## config.mk

```make
export PLATFORM = sky130hd
export DESIGN_NAME = pin_ctrl
export DESIGN_NICKNAME = d
export VERILOG_FILES = /design/src/pin_ctrl_pkg.sv /design/src/sync2.sv /design/src/pin_ctrl.sv
export SDC_FILE = /design/constraint.sdc
export NUM_CORES = 1
export LEC_CHECK = 0
export BUFFER_PORTS_ARGS = -buffer_cell sky130_fd_sc_hd__buf_2
export CAP_MARGIN = 20
export CORE_ASPECT_RATIO = 0.6
export CORE_MARGIN = 4
export CORE_UTILIZATION = 40
export CTS_BUF_LIST = sky130_fd_sc_hd__clkbuf_4 sky130_fd_sc_hd__clkbuf_8
export CTS_CLUSTER_DIAMETER = 30
export CTS_CLUSTER_SIZE = 12
export DETAILED_ROUTE_END_ITERATION = 16
export PLACE_DENSITY = 0.81
export SYNTH_ARGS = -nofsm -noshare
export SYNTH_HDL_FRONTEND = slang
export SYNTH_HIERARCHICAL = 1
export SYNTH_SLANG_ARGS = --single-unit
```

## constraint.sdc

```tcl
create_clock -name clk -period 3.1 [get_ports clk]
set_input_delay 0.155 -clock clk [delete_from_list [all_inputs] [get_ports clk]]
set_output_delay 0.155 -clock clk [all_outputs]
set_load 0.01 [all_outputs]
```

## src/pin_ctrl_pkg.sv

```systemverilog
package pin_ctrl_pkg;

  // clock and reset timing
  localparam int unsigned CLK_PERIOD_PS    = 40000;
  localparam int unsigned RST_MIN_NS       = 300;
  localparam int unsigned RST_MIN_CYCLES   =
    ((RST_MIN_NS * 1000) + CLK_PERIOD_PS - 1) / CLK_PERIOD_PS;

  // loop mode encoding
  localparam logic MODE_NORMAL  = 1'b0;
  localparam logic MODE_FREERUN = 1'b1;

  // mode select register address and field
  localparam logic [7:0] MODESEL_ADDR    = 8'h1f;
  localparam int unsigned MODESEL_BIT    = 0;

  // output frequency select codes, differential output
  localparam logic [3:0] DIFF_SEL_W      = 4'h4;
  localparam logic [3:0] DIFF_SEL_DEF    = 4'h7;
  localparam logic [3:0] DIFF_SONET_MAX  = 4'h7;
  localparam logic [3:0] DIFF_ETH_MAX    = 4'h5;

  // apll output select codes
  localparam logic [3:0] APLL_SEL_DEF    = 4'h4;
  localparam logic [3:0] APLL_SONET_MAX  = 4'h4;
  localparam logic [3:0] APLL_ETH_MAX    = 4'h3;

  // synthesizer clock in units of 8 khz, zero means 2 khz
  localparam logic [13:0] SYNTH_MULT_DEF = 14'h0100;
  localparam logic [13:0] SYNTH_MULT_MAX = 14'h30d4;

  // synthesizer frame pulse select, default 8 khz
  localparam logic [3:0] FP_SEL_DEF      = 4'h0;

endpackage

```

## src/sync2.sv

```systemverilog
`timescale 1ns/1ps
module sync2 #(
  parameter int unsigned W = 1
) (
  input  wire logic         clk,
  input  wire logic         arst_n,
  input  wire logic [W-1:0] d,
  output logic      [W-1:0] q
);
  typedef struct packed {
    logic [W-1:0] s1;
    logic [W-1:0] s2;
  } state_t;

  state_t st_q;
  state_t st_d;

  always_comb begin
    st_d    = st_q;
    st_d.s1 = d;
    st_d.s2 = st_q.s1;
  end

  // no reset here, so a strap level is already carried through while reset is low
  always_ff @(posedge clk) begin
    st_q <= st_d;
  end

  assign q = st_q.s2;
endmodule // sync2

```

## src/pin_ctrl.sv

```systemverilog
`timescale 1ns/1ps
module pin_ctrl (
  input  wire logic        clk,
  input  wire logic        arst_n,
  input  wire logic        mode_pin,
  input  wire logic        diff_en_pin,
  input  wire logic        i2c_en_pin,
  input  wire logic        ethernet_mode,
  input  wire logic        reg_wr,
  input  wire logic [7:0]  reg_addr,
  input  wire logic [7:0]  reg_wdata,
  input  wire logic        mode_from_reg,
  input  wire logic [3:0]  diff_sel_req,
  input  wire logic        diff_sel_wr,
  input  wire logic [3:0]  apll_sel_req,
  input  wire logic        apll_sel_wr,
  input  wire logic [13:0] synth_mult_req,
  input  wire logic        synth_mult_wr,
  input  wire logic [3:0]  fp_sel_req,
  input  wire logic        fp_sel_wr,
  input  wire logic        tx_freq_locked,
  input  wire logic        tx_phase_locked,
  input  wire logic        tx_holdover,
  input  wire logic        status_event,
  input  wire logic        int_ack,
  input  wire logic        sck_scl_in,
  input  wire logic        si_sda_in,
  input  wire logic        select_or_addr0_pin,
  input  wire logic        i2c_scl_drive_low,
  input  wire logic        i2c_sda_drive_low,
  input  wire logic        spi_so_data,
  input  wire logic        tck,
  input  wire logic        scan_en,
  input  wire logic        scan_data,
  output logic             loop_mode,
  output logic             diff_drv_en,
  output logic             lock,
  output logic             hold,
  output logic             i2c_sel,
  output logic             host_clk,
  output logic             host_data,
  output logic             spi_cs_n,
  output logic             i2c_addr0,
  output logic             scl_out,
  output logic             scl_oe,
  output logic             sda_out,
  output logic             sda_oe,
  output logic             so_out,
  output logic             so_oe,
  output logic             int_n_out,
  output logic             int_n_oe,
  output logic             tdo_out,
  output logic             tdo_oe,
  output logic [3:0]       diff_sel,
  output logic [3:0]       apll_sel,
  output logic [13:0]      synth_mult,
  output logic [3:0]       fp_sel
);

  typedef struct packed {
    logic        strap_done;
    logic        reg_mode;
    logic        reg_mode_v;
    logic        mode_pin_prev;
    logic        loop_mode;
    logic        diff_drv_en;
    logic        lock;
    logic        hold;
    logic        i2c_sel;
    logic        host_clk;
    logic        host_data;
    logic        spi_cs_n;
    logic        i2c_addr0;
    logic        scl_oe;
    logic        sda_oe;
    logic        so_out;
    logic        so_oe;
    logic        int_pend;
    logic        tck_prev;
    logic        tdo_out;
    logic        tdo_oe;
    logic [3:0]  diff_sel;
    logic [3:0]  apll_sel;
    logic [13:0] synth_mult;
    logic [3:0]  fp_sel;
  } state_t;

  state_t st_q;
  state_t st_d;

  logic       mode_s;
  logic       diff_en_s;
  logic       i2c_en_s;
  logic       sck_s;
  logic       si_s;
  logic       sel_s;
  logic       tck_s;
  logic       scan_en_s;

  // all pin inputs except scan_data pass two flip-flops
  sync2 #(
    .W (8)
  ) u_sync (
    .clk    (clk),
    .arst_n (arst_n),
    .d      ({mode_pin, diff_en_pin, i2c_en_pin, sck_scl_in,
              si_sda_in, select_or_addr0_pin, tck, scan_en}),
    .q      ({mode_s, diff_en_s, i2c_en_s, sck_s, si_s, sel_s, tck_s, scan_en_s})
  );

  function automatic logic [3:0] clamp_sel(input logic [3:0] v, input logic [3:0] mx);
    clamp_sel = (v > mx) ? mx : v;
  endfunction

  always_comb begin
    st_d = st_q;
    // first cycle after release takes the strap as default mode
    if (!st_q.strap_done) begin
      st_d.strap_done    = 1'b1;
      st_d.loop_mode     = mode_s;
      st_d.mode_pin_prev = mode_s;
    end else begin
      st_d.mode_pin_prev = mode_s;
      if (reg_wr && reg_addr == pin_ctrl_pkg::MODESEL_ADDR) begin
        st_d.reg_mode   = reg_wdata[pin_ctrl_pkg::MODESEL_BIT];
        st_d.reg_mode_v = 1'b1;
      end
      // register source or live pin steers the loop mode
      if (mode_from_reg && st_q.reg_mode_v) begin
        st_d.loop_mode = st_q.reg_mode;
      end else if (!mode_from_reg) begin
        st_d.loop_mode = mode_s;
      end
    end
    st_d.diff_drv_en = diff_en_s;
    st_d.lock        = tx_freq_locked & tx_phase_locked;
    st_d.hold        = tx_holdover;
    st_d.i2c_sel     = i2c_en_s;
    st_d.host_clk    = sck_s;
    st_d.host_data   = si_s;
    st_d.spi_cs_n    = i2c_en_s ? 1'b1 : sel_s;
    st_d.i2c_addr0   = i2c_en_s ? sel_s : 1'b0;
    st_d.scl_oe      = i2c_en_s & i2c_scl_drive_low;
    st_d.sda_oe      = i2c_en_s & i2c_sda_drive_low;
    st_d.so_oe       = ~i2c_en_s & ~sel_s;
    st_d.so_out      = i2c_en_s ? 1'b0 : spi_so_data;
    // sticky until acknowledged, the event wins over the ack
    if (status_event) begin
      st_d.int_pend = 1'b1;
    end else if (int_ack) begin
      st_d.int_pend = 1'b0;
    end
    // tdo updates on the falling edge of the test clock
    st_d.tck_prev = tck_s;
    if (!scan_en_s) begin
      st_d.tdo_oe = 1'b0;
    end else if (st_q.tck_prev && !tck_s) begin
      st_d.tdo_oe  = 1'b1;
      st_d.tdo_out = scan_data;
    end
    if (diff_sel_wr) begin
      st_d.diff_sel = clamp_sel(diff_sel_req, ethernet_mode ? pin_ctrl_pkg::DIFF_ETH_MAX
                                                           : pin_ctrl_pkg::DIFF_SONET_MAX);
    end
    if (apll_sel_wr) begin
      st_d.apll_sel = clamp_sel(apll_sel_req, ethernet_mode ? pin_ctrl_pkg::APLL_ETH_MAX
                                                           : pin_ctrl_pkg::APLL_SONET_MAX);
    end
    if (synth_mult_wr) begin
      st_d.synth_mult = (synth_mult_req > pin_ctrl_pkg::SYNTH_MULT_MAX) ?
                        pin_ctrl_pkg::SYNTH_MULT_MAX : synth_mult_req;
    end
    if (fp_sel_wr) begin
      st_d.fp_sel = fp_sel_req;
    end
  end

  always_ff @(posedge clk or negedge arst_n) begin
    if (!arst_n) begin
      st_q            <= '0;
      st_q.spi_cs_n   <= 1'b1;
      st_q.diff_sel   <= pin_ctrl_pkg::DIFF_SEL_DEF;
      st_q.apll_sel   <= pin_ctrl_pkg::APLL_SEL_DEF;
      st_q.synth_mult <= pin_ctrl_pkg::SYNTH_MULT_DEF;
      st_q.fp_sel     <= pin_ctrl_pkg::FP_SEL_DEF;
    end else begin
      st_q <= st_d;
    end
  end

  assign loop_mode   = st_q.loop_mode;
  assign diff_drv_en = st_q.diff_drv_en;
  assign lock        = st_q.lock;
  assign hold        = st_q.hold;
  assign i2c_sel     = st_q.i2c_sel;
  assign host_clk    = st_q.host_clk;
  assign host_data   = st_q.host_data;
  assign spi_cs_n    = st_q.spi_cs_n;
  assign i2c_addr0   = st_q.i2c_addr0;
  assign scl_out     = 1'b0;
  assign scl_oe      = st_q.scl_oe;
  assign sda_out     = 1'b0;
  assign sda_oe      = st_q.sda_oe;
  assign so_out      = st_q.so_out;
  assign so_oe       = st_q.so_oe;
  assign int_n_out   = 1'b0;
  assign int_n_oe    = st_q.int_pend;
  assign tdo_out     = st_q.tdo_out;
  assign tdo_oe      = st_q.tdo_oe;
  assign diff_sel    = st_q.diff_sel;
  assign apll_sel    = st_q.apll_sel;
  assign synth_mult  = st_q.synth_mult;
  assign fp_sel      = st_q.fp_sel;

endmodule // pin_ctrl

```

Word-level counts from Yosys, hierarchy flattened
Cells that the tools add are included.
{"block": "op_classes", "order_cmp": 3, "n_eq_ne": 3, "n_mux": 15, "bitwise_logic": 6, "n_reduce_logical": 7}
{"op": "$gt 14x14->1 const B", "count": 1}
{"op": "$mux 14", "count": 1}
{"op": "$mux 1", "count": 10}
{"op": "$eq 8x5->1 const B", "count": 1}
{"op": "$gt 4x3->1", "count": 2}
{"op": "$mux 4", "count": 2}
{"op": "$and 1x1->1", "count": 4}
{"op": "$reduce_and 2->1", "count": 2}
{"op": "$logic_and 1x1->1", "count": 3}
{"op": "$mux 3", "count": 1}
{"op": "$ne 3x2->1 const B", "count": 1}
{"op": "$mux 2", "count": 1}
{"op": "$ne 2x2->1 const B", "count": 1}
{"op": "$not 1->1", "count": 2}
{"op": "$reduce_bool 2->1", "count": 1}
{"op": "$logic_not 1->1", "count": 1}
{"block": "totals", "regBits": 62, "inputBits": 68, "out_inout_bits": 45, "word_cells": 60}

Depth between registers and ports, before layout
{"block": "depth", "word_depth": 4, "mapped_depth": 6, "mapped_depth_nobuf": 6}

Cells and area by module
Netlist, hierarchy kept.
{"mod": "pin_ctrl", "n_inst": 1, "cells_each": 183, "area_per_inst_um2": 2059.5, "seq_area_each_um2": 1158.6}
{"mod": "sync2", "n_inst": 1, "cells_each": 16, "area_per_inst_um2": 320.3, "seq_area_each_um2": 320.3}

Least setup slack after synthesis
No wires, ideal clock.
{"block": "synth_path", "path_type": "input to register", "start": "input ethernet_mode", "end": "register apll_sel[2] (netlist name)", "setup_time_ns": 0.077, "arrival_ns": 1.280, "t_required_ns": 3.023, "slack_ns": 1.743, "path_stages": 5, "path_buffers": 0, "path_cell_list": "inv_1 > ha_1 > a2111oi_2 > o21ai_0 > a31oi_1"}
{"block": "synth_between", "elab_chain_cells": 3}
{"item": "start, declared", "line": "pin_ctrl.sv:8", "text": "input wire logic ethernet_mode,"}
{"item": "$mux 3 *", "line": "pin_ctrl.sv:166", "text": "st_d.apll_sel = clamp_sel(apll_sel_req, ethernet_mode ? pin_ctrl_pkg::APLL_ETH_MAX"}
{"item": "$gt 4x3->1", "line": "pin_ctrl.sv:112", "text": "clamp_sel = (v > mx) ? mx : v;"}
{"item": "$mux 4 *", "line": "pin_ctrl.sv:112"}
Mark *: on every way between the ends. The rest lies on a longest branch, timed or not.
A chain may end at the register's enable or synchronous reset.

Worst setup path after layout
{"block": "layout_path", "start": "register st_q[46] in the netlist's numbering", "end": "register st_q[45] in the netlist's numbering"}
{"block": "layout_between", "elab_chain_cells": 1}
{"item": "start, declared", "line": "pin_ctrl.sv:88", "text": "state_t st_q;"}
{"item": "start signal, assigned", "line": "pin_ctrl.sv:187", "text": "st_q <= st_d;"}
{"item": "$reduce_and 2->1 (no source line)"}
No other way between the ends.

==> results <==
- The worst setup timing slack at the placement stage is ~1.4 ns.
- The total of cells resized after clock tree synthesis is 0.
- The share of synthesized area in the top cell type comes to 0.421.
- STA classifies the critical path endpoint as a register.
- For this run, the number of Yosys warnings is 6.
- Of all nets on the critical path, the largest fanout is 3.
- The layout net count is between 300 and 400.
- The die height is about 68 µm.
- The CTS H-tree depth is 3.
- The residual DRC count is 0.
- In the post-synthesis netlist, the cell with the most instances is dfrtp_1.
- With fillers left out, the area of the finished cells amounts to just over 3000 µm².
- The placed wire-length estimate after detailed placement is 3510 µm.
- The average vias per placed instance is between 4 and 5.
- The clock passes through at most 2 buffers.
- The share of total power dissipated in sequential elements is 0.489.
- For this design the total switching power over the nets is approximately 0.47 mW.
- The number of buffers inserted by post-CTS setup repair is 0.
- The number of top-level pins is between 100 and 150.
- The average wire per cell in the routed design is 12.7 µm.
- Dividing the final minimum period by the clock period gives 0.440.
- The design draws between 1.5 and 2 mW.
- The global placer's final weighted congestion is ~0.82.
- The commonest cells after synthesis are 40 x dfrtp_1, 29 x buf_4, 16 x dfxtp_1, 16 x nor2_1.
- The clock transition at the registers of the reported paths is roughly 0.070 ns.
- The mapped cell area is roughly 2400 µm².
- The busiest metal layer after global routing is met2.
- In this run the power density over the cells is ~590 nW/µm².
- IR analysis of the VDD net gives a maximum drop of about 0.34 mV.
- The most used flip-flop cell after synthesis is dfrtp_1.
- The number of fillers in the final layout is roughly 500.
- The nature of the critical path startpoint is a register.
- The hold buffer count at CTS is 10.
- The first detailed-routing pass ran for 4 iterations.
- The number of antenna diodes in the final layout is 0.
- The unique cell type count in the Yosys netlist is 32.
- Setup violations remaining at the end of the flow were counted as 0.
- The wire length reported by the detailed router is 4830 µm.
- The analysis attributes to cell leakage a power of ~1.6 nW.
- The share of total power dissipated in the clock network is 0.389.
- In the final layout, the share of cells above drive strength 1 is 0.462.
- The aggregate global-route resource usage is 0.140.
- The initial antenna violation count came to 0.
- The number of global-route vias before repair was 1694.
- In the global route stage, met2 resource usage came out at 0.217.
- The wire length of the first global-routing pass is approximately 7500 µm.
- Setup slack closes at roughly 1.7 ns.
- The kind of path behind the tightest hold check is input pin to register.
- By startpoint and endpoint, the worst setup path is classified as register to register.
- The switching fraction of total power is 0.258.
- The final period demand of the worst path is ~1.4 ns.
- The remaining antenna violation count after routing is 0.
- The number of violations reported at the end of detailed-routing iteration 0 is 42.
- The area growth from synthesis to layout is 30.4%.
- The number of maximum-capacitance constraint violations is 0.
- Synthesis handed over a netlist of just under 200 instances.
- The quantity of I/O buffers inserted on ports is between 100 and 150.
- The region available for standard cell placement spans 5680 µm².
- The number of clock buffers added by TritonCTS is 9.
- At the later pin of the worst-skew pair, clock insertion delay measures about 0.34 ns.
- Across the routed clock network, the largest skew measured is around 0.0068 ns.
- The number of max-slew violations in the final report is 0.
- The internal power is 1.36 mW.
- Global routing finished with a remaining overflow of 0.
- The share of the Yosys chip area taken by registers is 0.621.
- Dividing the synthesized area by the synthesized cell count gives about 12 µm².
- The buffer cell driving the clock tree root is clkbuf_8.
- The dominant cell type by area after synthesis is dfrtp_1.
- The initial utilization of the core area, before any placement, comes to 0.419.
- The die outline width is 108 µm.
- Setup repair after global routing left no endpoint under its margin.
- The cell area after placement is 2770 µm².
- The die covers about 7300 µm².
- The fraction of synthesis flops using an asynchronous set or reset pin is 0.742.
- The total number of placement rows is 21.
- Entering global routing, the biggest net connects 47 pins.
- TritonCTS built the clock tree.
- Once layout is complete, the utilization of the core stands at 0.547.
- The maximum clock frequency is about 0.73 GHz.
- The register bit count reported by yosys is 62.
- In the post-synthesis netlist, the biggest area contributors are dfrtp_1 42%, dfxtp_1 13%, buf_4 9.1%.
- For this run, global-route usage on met3 was measured as 0.0831.
- Data on the critical path arrives at its endpoint at about 1.6 ns.
- The run finished with clean final reports.
- The total negative setup slack is 0 ns.
- The final route contains ~1700 vias.
- The combinational cell fraction of total power is 0.122.
- The critical path data required time is around 3.3 ns.
- Counting every sink on the clock net gives 62.
- For met1 alone, demand over resource in global routing was 0.154.
- The number of enable-type register cells in the synthesized netlist is 0.
- The final number of hold-violating endpoints came to 0.
## layout by cell type, fill, tap and decap left out, types with 5 or more instances in the layout
master	synthesis	routed
dlygate4sd3_1	0	11
inv_1	11	11
nand2_1	5	5
nor2_1	16	16
mux2i_1	5	5
nand3_1	5	5
clkbuf_8	0	9
mux2_2	8	8
buf_2	0	102
o21ai_0	7	7
a21oi_1	11	11
nor2b_1	5	5
dfxtp_1	16	16
dfrtp_1	40	40
dfstp_2	6	6
## critical path, cell delays in order, from the launching register on
cell	delay, ns
dfrtp_1	0.38
nand4_1	0.09
nor4b_1	0.40
mux2_2	0.39
## per-layer routing
metal | part of all wire | wire [µm]
met1 | 0.43 | 2070
met2 | 0.44 | 2140
met3 | 0.11 | 542
met4 | 0.016 | 79
met5 | 0 | 0
## worst paths after layout
kind / slack (ns) / to / depth (start not counted) / start
worst max-delay path: 1.74 / st_q[45] / 3 / st_q[46]
worst min-delay path: 0.02 / loop_mode / 2 / mode_from_reg
worst max register to register: 1.74 / st_q[45] / 3 / st_q[46]
worst min register to register: 0.32 / u_sync/q[5] / 0 / u_sync/st_d[5]
max in group asynchronous: 2.21 / spi_cs_n / 3 / arst_n
min in group asynchronous: 0.31 / synth_mult[11] / 2 / arst_n
## power by group through the flow
stage                     logic, mW  registers [mW]  clock network [mW]
after global routing          0.251           0.902               0.774
final                         0.224           0.897               0.713
after CTS                     0.223           0.897               0.742
after detailed placement      0.213           0.912                   0
after floorplan               0.138           0.913                   0
after global placement        0.208           0.909                   0
## registers in the layout, summed over array words and instances, names as in the netlist, 4 cells and up
register and cells:
fp_sel 4, apll_sel 4, u_sync/st_d 8, synth_mult 14
st_q 4, diff_sel 4, u_sync/q 8
## metrics by stage
| step | hold WS (ns) | std cells |
|---|---|---|
| final | 0.0237 | 379 |
| after global routing | 0.00400 | 379 |
| after CTS | 0.00157 | 377 |
| after detailed placement | 0.259 | 351 |
| after global placement | 0.258 | 351 |
| after floorplan | -0.141 | 201 |
## logic make-up after synthesis
kind of cell	Yosys count	synth area share
AOI/OAI and AO/OA	31	0.0815
adders and majority gates	4	0.0210
buffers and inverters	43	0.114
DFF	62	0.621
muxes	13	0.0589
other	2	0.00316
and+or+nand+nor	44	0.100
## area by class of cell
cell class	count	area [µm²]	share of cell area
multi-input cells	96	638	0.206
inverters	11	41.3	0.0133
clock inverters	7	80.1	0.0258
clock buffers	9	124	0.0399
repair buffers	114	641	0.206
well taps	80	100	0.0323
flip-flops and latches	62	1480	0.477
Power figures use the tool's default switching activity.
